## src/rtl/apmc_pkg.sv

```systemverilog
package apmc_pkg;
	// =====================================
	// opcodes
	localparam logic [7:0] OP_PWR_QUERY_A = 8'h98;
	localparam logic [7:0] OP_PWR_QUERY_B = 8'he5;
	localparam logic [7:0] OP_DSM = 8'h06;
	localparam logic [7:0] OP_DIAG = 8'h90;
	localparam logic [7:0] OP_FLUSH = 8'he7;
	localparam logic [7:0] OP_FLUSH_EXT = 8'hea;
	localparam logic [7:0] OP_FORMAT = 8'h50;
	// =====================================
	// results and field positions
	localparam logic [7:0] SC_STANDBY = 8'h00;
	localparam logic [7:0] SC_IDLE = 8'hff;
	localparam logic [7:0] DIAG_OK = 8'h01;
	localparam logic [7:0] ERR_ABORT = 8'h04;
	localparam int STS_BSY = 7;
	localparam int STS_RDY = 6;
	localparam int STS_DSC = 4;
	localparam int STS_ERR = 0;
	localparam int DH_LBA = 6;
	localparam int DH_DRV = 4;
	localparam int FR_TRIM = 0;
	localparam logic [7:0] STS_RESET = 8'h50;
	localparam logic [7:0] ERR_RESET = 8'h00;
	localparam logic [9:0] BLOCK_BYTES = 10'h200;
	localparam logic [8:0] FMT_ZERO_CNT = 9'h100;
	// =====================================
	// power modes
	typedef enum logic [1:0] {
		APMC_PM_IDLE = 2'b00,
		APMC_PM_STBY = 2'b01,
		APMC_PM_TO_STBY = 2'b10,
		APMC_PM_FROM_STBY = 2'b11
	} apmc_pm_e;
	// =====================================
	// wishbone register offsets of the host end
	localparam logic [3:0] REG_CMD = 4'h0;
	localparam logic [3:0] REG_PARAM = 4'h4;
	localparam logic [3:0] REG_STAT = 4'h8;
	localparam logic [3:0] REG_IRQ_STS = 4'hc;
endpackage

```

## src/rtl/apmc_if.sv

```systemverilog
`timescale 1ns/1ns
interface apmc_if;
	logic [7:0] cmd;
	logic cmd_vld;
	logic [15:0] feat;
	logic [15:0] scnt;
	logic [23:0] lba_lo;
	logic [23:0] lba_hi;
	logic [7:0] dev_head;
	logic [7:0] wdata;
	logic wdata_vld;
	logic [7:0] status;
	logic [7:0] error;
	logic [15:0] scnt_out;
	logic [47:0] lba_out;
	logic intrq;
	logic wdata_rdy;
	modport dev (input cmd, cmd_vld, feat, scnt, lba_lo, lba_hi, dev_head, wdata, wdata_vld,
		output status, error, scnt_out, lba_out, intrq, wdata_rdy);
	modport host (output cmd, cmd_vld, feat, scnt, lba_lo, lba_hi, dev_head, wdata, wdata_vld,
		input status, error, scnt_out, lba_out, intrq, wdata_rdy);
endinterface

```

## src/rtl/apmc_dev.sv

```systemverilog
`timescale 1ns/1ns
// Summary of operation
// [RL1] 98h or E5h query power mode
// [RL2] standby states load sector count zero
// [RL3] idle loads sector count all ones
// [RL4] 06h trim selected by feature bit
// [RL5] host count nonzero, in blocks
// [RL6] one 512-byte range block only
// [RL7] diagnostic ignores drive select bit
// [RL8] diagnostic result code in error register
// [RL9] flush commits cache then ready, seek-complete
// [RL10] unsupported flush answers command aborted
// [RL11] ext flush busy until done or error
// [RL12] write error aborts, leaves failing address
// [RL13] next ext flush resumes after failing sector
// [RL14] format takes one sector, discards it
// [RL15] lba format count zero means 256
// [RL16] format start address from three registers
// [RL17] host avoids format command; apmc_host still passes 50h and sends its sector payload
// [RL18] host writes 48-bit registers twice; apmc_host writes lba_lo once, as zero, and ties lba_hi to zero
// [RL19] clear busy, interrupt after final values
module apmc_dev (
	input wire logic sys_clk_i,
	input wire logic rst_b_i,
	apmc_if.dev tf,
	input wire logic [1:0] pwr_mode_i,
	input wire logic flush_supported_i,
	input wire logic [7:0] diag_code_i,
	input wire logic [47:0] cache_dirty_top_i,
	input wire logic [47:0] media_fail_lba_i,
	input wire logic media_fail_i,
	output logic trim_go_o,
	output logic [47:0] flush_lba_o,
	output logic [8:0] fmt_count_o,
	output logic [27:0] fmt_start_o,
	output logic fmt_go_o
);
	typedef enum logic [2:0] {
		APMC_ST_IDLE = 3'b000,
		APMC_ST_FLUSH = 3'b001,
		APMC_ST_DATA = 3'b010,
		APMC_ST_DONE = 3'b011
	} apmc_st_e;

	apmc_st_e state_ff;
	logic [7:0] status_ff;
	logic [7:0] error_ff;
	logic [15:0] scnt_ff;
	logic [47:0] lba_ff;
	logic [47:0] resume_ff;
	logic [9:0] bytes_ff;
	logic [7:0] op_ff;
	logic intrq_ff;
	logic trim_ff;
	logic fmt_go_ff;
	logic [8:0] fmt_cnt_ff;
	logic [27:0] fmt_start_ff;

	function automatic logic [7:0] sts(input logic err);
		sts = 8'h00;
		sts[apmc_pkg::STS_RDY] = 1'b1;
		sts[apmc_pkg::STS_DSC] = 1'b1;
		sts[apmc_pkg::STS_ERR] = err;
	endfunction

	assign tf.status = status_ff;
	assign tf.error = error_ff;
	assign tf.scnt_out = scnt_ff;
	assign tf.lba_out = lba_ff;
	assign tf.intrq = intrq_ff;
	assign tf.wdata_rdy = (state_ff == APMC_ST_DATA);
	assign trim_go_o = trim_ff;
	assign flush_lba_o = resume_ff;
	assign fmt_count_o = fmt_cnt_ff;
	assign fmt_start_o = fmt_start_ff;
	assign fmt_go_o = fmt_go_ff;

	// =====================================
	// command sequencer
	always_ff @(posedge sys_clk_i or negedge rst_b_i) begin
		if (!rst_b_i) begin
			state_ff <= APMC_ST_IDLE;
			status_ff <= apmc_pkg::STS_RESET;
			error_ff <= apmc_pkg::ERR_RESET;
			scnt_ff <= 16'h0000;
			lba_ff <= 48'h0;
			resume_ff <= 48'h0;
			bytes_ff <= 10'h000;
			op_ff <= 8'h00;
			intrq_ff <= 1'b0;
			trim_ff <= 1'b0;
			fmt_go_ff <= 1'b0;
			fmt_cnt_ff <= 9'h000;
			fmt_start_ff <= 28'h0;
		end else begin
			trim_ff <= 1'b0;
			fmt_go_ff <= 1'b0;
			case (state_ff)
				APMC_ST_IDLE: begin
					if (tf.cmd_vld) begin
						// a new command withdraws the previous interrupt
						intrq_ff <= 1'b0;
						op_ff <= tf.cmd;
						status_ff <= 8'h80;
						error_ff <= 8'h00;
						bytes_ff <= 10'h000;
						state_ff <= APMC_ST_DONE;
						if (tf.cmd == apmc_pkg::OP_PWR_QUERY_A || tf.cmd == apmc_pkg::OP_PWR_QUERY_B) begin // [RL1]
							if (pwr_mode_i == apmc_pkg::APMC_PM_IDLE) begin
								scnt_ff <= {8'h00, apmc_pkg::SC_IDLE}; // [RL3]
							end else begin
								scnt_ff <= {8'h00, apmc_pkg::SC_STANDBY}; // [RL2]
							end
						end else if (tf.cmd == apmc_pkg::OP_DIAG) begin
							// drive select not looked at, one answer covers both devices
							error_ff <= diag_code_i; // [RL7] [RL8]
						end else if (tf.cmd == apmc_pkg::OP_FLUSH || tf.cmd == apmc_pkg::OP_FLUSH_EXT) begin
							if (!flush_supported_i) begin
								error_ff <= apmc_pkg::ERR_ABORT; // [RL10]
							end else begin
								state_ff <= APMC_ST_FLUSH; // [RL9] [RL11]
							end
						end else if (tf.cmd == apmc_pkg::OP_DSM) begin
							// zero count and multi-block requests refused
							if (tf.scnt != 16'h0001 || !tf.feat[apmc_pkg::FR_TRIM]) begin // [RL4] [RL5] [RL6]
								error_ff <= apmc_pkg::ERR_ABORT;
							end else begin
								state_ff <= APMC_ST_DATA;
							end
						end else if (tf.cmd == apmc_pkg::OP_FORMAT) begin
							fmt_start_ff <= {tf.dev_head[3:0], tf.lba_lo[23:16], tf.lba_lo[15:8], 8'h00}; // [RL16]
							if (tf.dev_head[apmc_pkg::DH_LBA]) begin
								fmt_cnt_ff <= (tf.scnt[7:0] == 8'h00) ? apmc_pkg::FMT_ZERO_CNT
									: {1'b0, tf.scnt[7:0]}; // [RL15]
							end else begin
								fmt_cnt_ff <= 9'h001;
							end
							state_ff <= APMC_ST_DATA; // [RL14]
						end else begin
							error_ff <= apmc_pkg::ERR_ABORT;
						end
					end
				end
				APMC_ST_FLUSH: begin
					if (media_fail_i) begin
						error_ff <= apmc_pkg::ERR_ABORT; // [RL12]
						lba_ff <= media_fail_lba_i;
						resume_ff <= 48'(media_fail_lba_i + 48'h1); // [RL13]
						state_ff <= APMC_ST_DONE;
					end else if (resume_ff >= cache_dirty_top_i) begin
						resume_ff <= 48'h0;
						state_ff <= APMC_ST_DONE;
					end else begin
						resume_ff <= 48'(resume_ff + 48'h1);
					end
				end
				APMC_ST_DATA: begin
					if (tf.wdata_vld) begin
						bytes_ff <= 10'(bytes_ff + 10'h001);
						if (bytes_ff == 10'(apmc_pkg::BLOCK_BYTES - 10'h001)) begin
							// format payload is simply dropped
							trim_ff <= (op_ff == apmc_pkg::OP_DSM);
							fmt_go_ff <= (op_ff == apmc_pkg::OP_FORMAT);
							state_ff <= APMC_ST_DONE;
						end
					end
				end
				default: begin
					// registers settle one cycle before busy drops
					status_ff <= sts(error_ff != 8'h00 && op_ff != apmc_pkg::OP_DIAG); // [RL19]
					intrq_ff <= 1'b1;
					state_ff <= APMC_ST_IDLE;
				end
			endcase
		end
	end
endmodule

```

## src/flat_wrapper.sv

```systemverilog
// flat-port wrapper written by rule: the top's interface ports become plain ports
module apmc_dev_flat 
  (sys_clk_i, rst_b_i, pwr_mode_i, flush_supported_i, diag_code_i, cache_dirty_top_i, media_fail_lba_i, media_fail_i, trim_go_o, flush_lba_o, fmt_count_o, fmt_start_o, fmt_go_o, tf_cmd, tf_cmd_vld, tf_feat, tf_scnt, tf_lba_lo, tf_lba_hi, tf_dev_head, tf_wdata, tf_wdata_vld, tf_status, tf_error, tf_scnt_out, tf_lba_out, tf_intrq, tf_wdata_rdy);
  apmc_if tf_i ();
  input wire logic sys_clk_i;
  input wire logic rst_b_i;
  input wire logic [1:0] pwr_mode_i;
  input wire logic flush_supported_i;
  input wire logic [7:0] diag_code_i;
  input wire logic [47:0] cache_dirty_top_i;
  input wire logic [47:0] media_fail_lba_i;
  input wire logic media_fail_i;
  output logic trim_go_o;
  output logic [47:0] flush_lba_o;
  output logic [8:0] fmt_count_o;
  output logic [27:0] fmt_start_o;
  output logic fmt_go_o;
  input wire logic [$bits(tf_i.cmd)-1:0] tf_cmd;
  input wire logic [$bits(tf_i.cmd_vld)-1:0] tf_cmd_vld;
  input wire logic [$bits(tf_i.feat)-1:0] tf_feat;
  input wire logic [$bits(tf_i.scnt)-1:0] tf_scnt;
  input wire logic [$bits(tf_i.lba_lo)-1:0] tf_lba_lo;
  input wire logic [$bits(tf_i.lba_hi)-1:0] tf_lba_hi;
  input wire logic [$bits(tf_i.dev_head)-1:0] tf_dev_head;
  input wire logic [$bits(tf_i.wdata)-1:0] tf_wdata;
  input wire logic [$bits(tf_i.wdata_vld)-1:0] tf_wdata_vld;
  output wire logic [$bits(tf_i.status)-1:0] tf_status;
  output wire logic [$bits(tf_i.error)-1:0] tf_error;
  output wire logic [$bits(tf_i.scnt_out)-1:0] tf_scnt_out;
  output wire logic [$bits(tf_i.lba_out)-1:0] tf_lba_out;
  output wire logic [$bits(tf_i.intrq)-1:0] tf_intrq;
  output wire logic [$bits(tf_i.wdata_rdy)-1:0] tf_wdata_rdy;
  assign tf_i.cmd = tf_cmd;
  assign tf_i.cmd_vld = tf_cmd_vld;
  assign tf_i.feat = tf_feat;
  assign tf_i.scnt = tf_scnt;
  assign tf_i.lba_lo = tf_lba_lo;
  assign tf_i.lba_hi = tf_lba_hi;
  assign tf_i.dev_head = tf_dev_head;
  assign tf_i.wdata = tf_wdata;
  assign tf_i.wdata_vld = tf_wdata_vld;
  assign tf_status = tf_i.status;
  assign tf_error = tf_i.error;
  assign tf_scnt_out = tf_i.scnt_out;
  assign tf_lba_out = tf_i.lba_out;
  assign tf_intrq = tf_i.intrq;
  assign tf_wdata_rdy = tf_i.wdata_rdy;
  apmc_dev u_core (.sys_clk_i(sys_clk_i), .rst_b_i(rst_b_i), .tf(tf_i), .pwr_mode_i(pwr_mode_i), .flush_supported_i(flush_supported_i), .diag_code_i(diag_code_i), .cache_dirty_top_i(cache_dirty_top_i), .media_fail_lba_i(media_fail_lba_i), .media_fail_i(media_fail_i), .trim_go_o(trim_go_o), .flush_lba_o(flush_lba_o), .fmt_count_o(fmt_count_o), .fmt_start_o(fmt_start_o), .fmt_go_o(fmt_go_o));
endmodule
```

## config.mk

```make
export PLATFORM = sky130hd
export DESIGN_NAME = apmc_dev_flat
export DESIGN_NICKNAME = d
export VERILOG_FILES = /design/src/rtl/apmc_pkg.sv /design/src/rtl/apmc_if.sv /design/src/rtl/apmc_dev.sv /design/src/flat_wrapper.sv
export SDC_FILE = /design/constraint.sdc
export NUM_CORES = 1
export LEC_CHECK = 0
export BUFFER_PORTS_ARGS = -buffer_cell sky130_fd_sc_hd__buf_2
export CORE_MARGIN = 5
export CORE_UTILIZATION = 40
export CTS_CLUSTER_DIAMETER = 50
export DETAILED_ROUTE_END_ITERATION = 8
export HOLD_SLACK_MARGIN = 0.03
export PLACE_DENSITY_LB_ADDON = 0.08
export SLEW_MARGIN = 20
export SYNTH_ARGS = -nofsm -noshare
export SYNTH_HDL_FRONTEND = slang
export SYNTH_SLANG_ARGS = --single-unit
```

## constraint.sdc

```tcl
create_clock -name sys_clk_i -period 3.5 [get_ports sys_clk_i]
set_clock_uncertainty 0.2 [all_clocks]
set_input_delay 0.35 -clock sys_clk_i [delete_from_list [all_inputs] [get_ports sys_clk_i]]
set_output_delay 0.35 -clock sys_clk_i [all_outputs]
set_load 0.005 [all_outputs]
```

==> metrics.txt <==
# TYPE chip_impl_metric gauge
chip_impl_info{name="result_of_the_run",value="completed"} 1
chip_impl_metric{name="mean_number_of_vias_per_cell",unit=""} 5.34
chip_impl_metric{name="grt.overflow.total",unit=""} 0
chip_impl_info{name="mostFrequentLayoutCells",value="305 x buf_2, 227 x nand2_1, 159 x dfrtp_1"} 1
chip_impl_metric{name="async_flop_share",unit="%"} 100
chip_impl_metric{name="grt_max_degree",unit=""} 74
chip_impl_info{name="timing.critical_path.from",value="u_core.flush_lba_o[0]"} 1
chip_impl_info{name="ys.flop_type",value="dfrtp_1"} 1
chip_impl_metric{name="number_of_flops_mapped_to_enable_cells_by_yosys",unit=""} 0
chip_impl_info{name="slowest_library_cell_on_the_worst_path",value="a311oi_1"} 1
chip_impl_metric{name="regToRegSetupSlack",unit="ns"} 0.33
chip_impl_metric{name="mean_instance_size_in_the_synthesized_netlist",unit="um2"} 8.48
chip_impl_metric{name="dr.first_iter.drc_count",unit=""} 739
chip_impl_metric{name="grt_util_all_layers",unit="%"} 23.0
chip_impl_metric{name="worst_setup_hold_path_clk_slew",unit="ns"} 0.07
chip_impl_metric{name="die_h",unit="um"} 171
chip_impl_info{name="crit_type",value="reg -> reg"} 1
chip_impl_metric{name="detail_route.wl_per_cell",unit="um"} 17.8
chip_impl_metric{name="arrival",unit="ns"} 3.26
chip_impl_metric{name="clk_path_buf_depth",unit=""} 2
chip_impl_metric{name="fraction_of_layout_instances_using_a_drive_strength_above_1",unit="%"} 25.8
chip_impl_metric{name="maxSlewViolCount",unit=""} 0
chip_impl_info{name="rr_endpoint",value="u_core.flush_lba_o[41]"} 1
chip_impl_metric{name="antenna_cell_count",unit=""} 0
chip_impl_metric{name="effective_utilization_at_floorplan",unit="%"} 40.2
chip_impl_metric{name="cts.repair.resized",unit=""} 0
chip_impl_metric{name="ys_warn_count",unit=""} 0
chip_impl_metric{name="power_leakage",unit="nW"} 6.73
chip_impl_metric{name="first_pass_grt_wire_length",unit="um"} 54100
chip_impl_metric{name="tritoncts_sinks",unit=""} 160
chip_impl_info{name="crit_chain",value="inv_1, ha_1, nand2b_1, a2111o_1, a311oi_1, a21boi_0, o211ai_1, nand2_1, buf_4, o311ai_0"} 1
chip_impl_metric{name="critical_path.max_stage_delay",unit="ns"} 0.50
chip_impl_info{name="setup.worst_path.start_class",value="flip-flop"} 1
chip_impl_metric{name="place.detailed.hpwl",unit="um"} 25700
chip_impl_metric{name="via_count",unit=""} 10379
chip_impl_metric{name="final_hold_slack",unit="ns"} 0.0429
chip_impl_metric{name="number_of_antenna_violations_at_the_first_check_in_global_routing",unit=""} 0
chip_impl_info{name="reg2reg_from",value="u_core.flush_lba_o[0]"} 1
chip_impl_metric{name="final.period_utilization",unit="%"} 90.5
chip_impl_metric{name="numPortBuffers",unit=""} 306
chip_impl_info{name="netlist.top_cell.by_area",value="dfrtp_1"} 1
chip_impl_metric{name="h_tree_level_count",unit=""} 4
chip_impl_info{name="tritoncts",value="done"} 1
chip_impl_metric{name="ir_worst_vdd",unit="V"} 0.000338
chip_impl_metric{name="power.density_cell_area",unit="mW/mm2"} 659
chip_impl_metric{name="postSynthRegisterBits",unit=""} 160
chip_impl_metric{name="tightestPinTransition",unit="ns"} 0.862
chip_impl_info{name="crit_path_end",value="u_core.flush_lba_o[41]"} 1
chip_impl_metric{name="finalHoldViolCount",unit=""} 0
chip_impl_metric{name="die_area",unit="mm2"} 0.0292
chip_impl_metric{name="timing.reg2reg.worst_path_depth",unit=""} 10
chip_impl_metric{name="yosys.area.top_type_share",unit="%"} 38.4
chip_impl_metric{name="syn_inst",unit=""} 1222
chip_impl_metric{name="maxClockFrequency",unit="GHz"} 0.316
chip_impl_metric{name="timing.slew.headroom",unit="%"} 42.1
chip_impl_info{name="most_area_consuming_cells_after_synthesis",value="dfrtp_1 38%, nand2_1 8.3%, ha_1 6.6%, nand3_1 3.3%, mux2_2 3.3%"} 1
chip_impl_metric{name="timing.final.setup_violations",unit=""} 0
chip_impl_metric{name="post-route-min-period",unit="ns"} 3.17
chip_impl_metric{name="globalplace.congestion",unit=""} 0.840
chip_impl_metric{name="drtPass1Iterations",unit=""} 5
chip_impl_metric{name="worstPathMaxFanout",unit=""} 16
chip_impl_info{name="path_delay_family",value="compound AO/OA/AOI/OAI gates"} 1
chip_impl_metric{name="max_cap_violations",unit=""} 0
chip_impl_metric{name="final.setup.tns",unit="ns"} 0
chip_impl_metric{name="cts_made_buffers",unit=""} 17
chip_impl_info{name="rsz0062_at_grt",value="false"} 1
chip_impl_metric{name="ant_nets",unit=""} 0
chip_impl_metric{name="placement.setup.worst_slack",unit="ns"} 0.269
chip_impl_metric{name="die_width",unit="um"} 171
chip_impl_info{name="cp-end-kind",value="flip-flop"} 1
chip_impl_metric{name="core_area",unit="mm2"} 0.0258
chip_impl_metric{name="timing.critical_path.depth",unit=""} 10
chip_impl_info{name="hold_path_class",value="in -> reg"} 1
chip_impl_info{name="most_common_cell_after_layout_fill_and_taps_aside",value="buf_2"} 1
chip_impl_metric{name="totalWireLength",unit="um"} 34600
chip_impl_info{name="cts.root.buffer_cell",value="clkbuf_16"} 1
chip_impl_metric{name="placementRows",unit=""} 59
chip_impl_metric{name="worst_skew_pair.late_latency",unit="ns"} 0.42
chip_impl_metric{name="cp_data_required_time",unit="ns"} 3.60
chip_impl_metric{name="buffers_inserted_by_post_cts_timing_repair",unit=""} 0
chip_impl_metric{name="first_global_vias",unit=""} 10013
chip_impl_metric{name="syn_to_final_growth",unit="%"} 31.9
chip_impl_metric{name="i_o_pin_cnt",unit=""} 385
chip_impl_metric{name="finalWorstSetupSlack",unit="ns"} 0.332
chip_impl_metric{name="finish.net_count",unit=""} 1869
chip_impl_metric{name="yosysUniqueCellTypes",unit=""} 64
chip_impl_metric{name="critical_path.n_buffers_inverters",unit=""} 2
chip_impl_metric{name="drcViolationCount",unit=""} 0
chip_impl_metric{name="synth_seq_area_share",unit="%"} 38.6
chip_impl_metric{name="syn_area",unit="mm2"} 0.0104
chip_impl_metric{name="post_cts_hold_buffer_count",unit=""} 86
chip_impl_metric{name="power.total",unit="mW"} 9.00
## sequential cells by signal (all words and copies together) (netlist names)
| signal | flops |
|---|---|
| u_core.flush_lba_o | 48 |
| u_core.tf.lba_out | 48 |
| u_core.fmt_start_o | 20 |
| u_core.bytes_ff | 10 |
| u_core.fmt_count_o | 9 |
| u_core.op_ff | 8 |
| u_core.tf.error | 8 |
| u_core.tf.status | 3 |
| u_core.state_ff | 2 |
| u_core.fmt_go_o | 1 |
| u_core.tf.intrq | 1 |
| u_core.tf.scnt_out | 1 |
| u_core.trim_go_o | 1 |
## routing by layer
layer  vias up  GRT usage, %  part of all wire [%]
met5         -             0                     0
met4         0          5.13                   1.5
met3        35          4.25                   7.7
met2       359          36.2                    45
met1      4898          33.1                    46
li1       5087             -                     -
## Yosys cell counts (3+ instances only)
cell type    n
a21o_1       5
a21oi_1     35
a22o_1       9
a31oi_1     21
a32oi_1     17
and2_1      10
and3_1      24
and4_1      14
buf_1        4
buf_2        5
buf_4       28
clkbuf_1    47
dfrtp_1    159
ha_1        55
inv_1       79
mux2_2      30
nand2_1    228
nand2b_1    15
nand3_1     69
nand4_1     42
nand4b_1     5
nor2_1      51
nor2b_1     15
nor3_1      26
nor3b_1      3
nor4_1      32
nor4b_1      5
o2111ai_1    3
o211ai_1    26
o21ai_0     37
o221ai_1     9
o22ai_1      7
o311ai_0     3
or2_2        5
or3_1        8
or4_1        7
or4_4        3
xnor2_1     24
xor2_1      24
## cell families (layout without fill, tap and decap cells)
logic type | Yosys count | after routing | synth area share [%]
simple gates | 567 | 567 | 27.4
compound gates | 196 | 196 | 12.8
buf+inv | 164 | 533 | 7.09
flops | 160 | 160 | 38.6
fa+ha+maj | 55 | 55 | 6.64
xor+xnor | 48 | 48 | 4.06
mux | 31 | 31 | 3.36
other cells | 1 | 20 | 0.0362
## how the worst min path moves through the flow
stage / depth (start not counted) / slack (ns) / end / from
CTS: 3 / 0.03 / u_core.fmt_count_o[4] / tf_dev_head[6]
floorplan: 0 / -0.15 / u_core.bytes_ff[0] / rst_b_i
finish: 3 / 0.04 / u_core.tf.lba_out[0] / media_fail_lba_i[0]
detailed placement: 1 / 0.23 / u_core.bytes_ff[3] / rst_b_i
global placement: 1 / 0.24 / u_core.bytes_ff[5] / rst_b_i
global route: 3 / 0.04 / u_core.fmt_count_o[4] / tf_dev_head[6]
## per-stage QoR
stage / utilization [%] / instance area (um2) / std cells
CTS: 53.1 / 13700 / 1945
detailed placement: 47.5 / 12300 / 1828
finish: 53.1 / 13700 / 1945
global placement: 47.5 / 12300 / 1828
floorplan: - / 10400 / 1241
global route: 53.1 / 13700 / 1945
## cell type report
cell class	instances	area (um2)
Fill cell	2493	12100
Sequential cell	160	4010
Inverter	79	297
Clock inverter	13	129
Clock buffer	18	429
Timing Repair Buffer	423	2670
Multi-Input combinational cell	917	5720
Tap cell	335	419
## tightest hold or removal path, cell delays in order
cell,delay [ns]
buf_2,0.15
nand2_1,0.09
nand2_1,0.05
## power breakdown
part,total [mW],switching (mW),internal (mW)
clock,1.84,0.848,0.992
combinational,3.92,2.20,1.72
sequential,3.24,0.729,2.51
total,9.00,3.78,5.22
(Power assumes the default switching activity.)
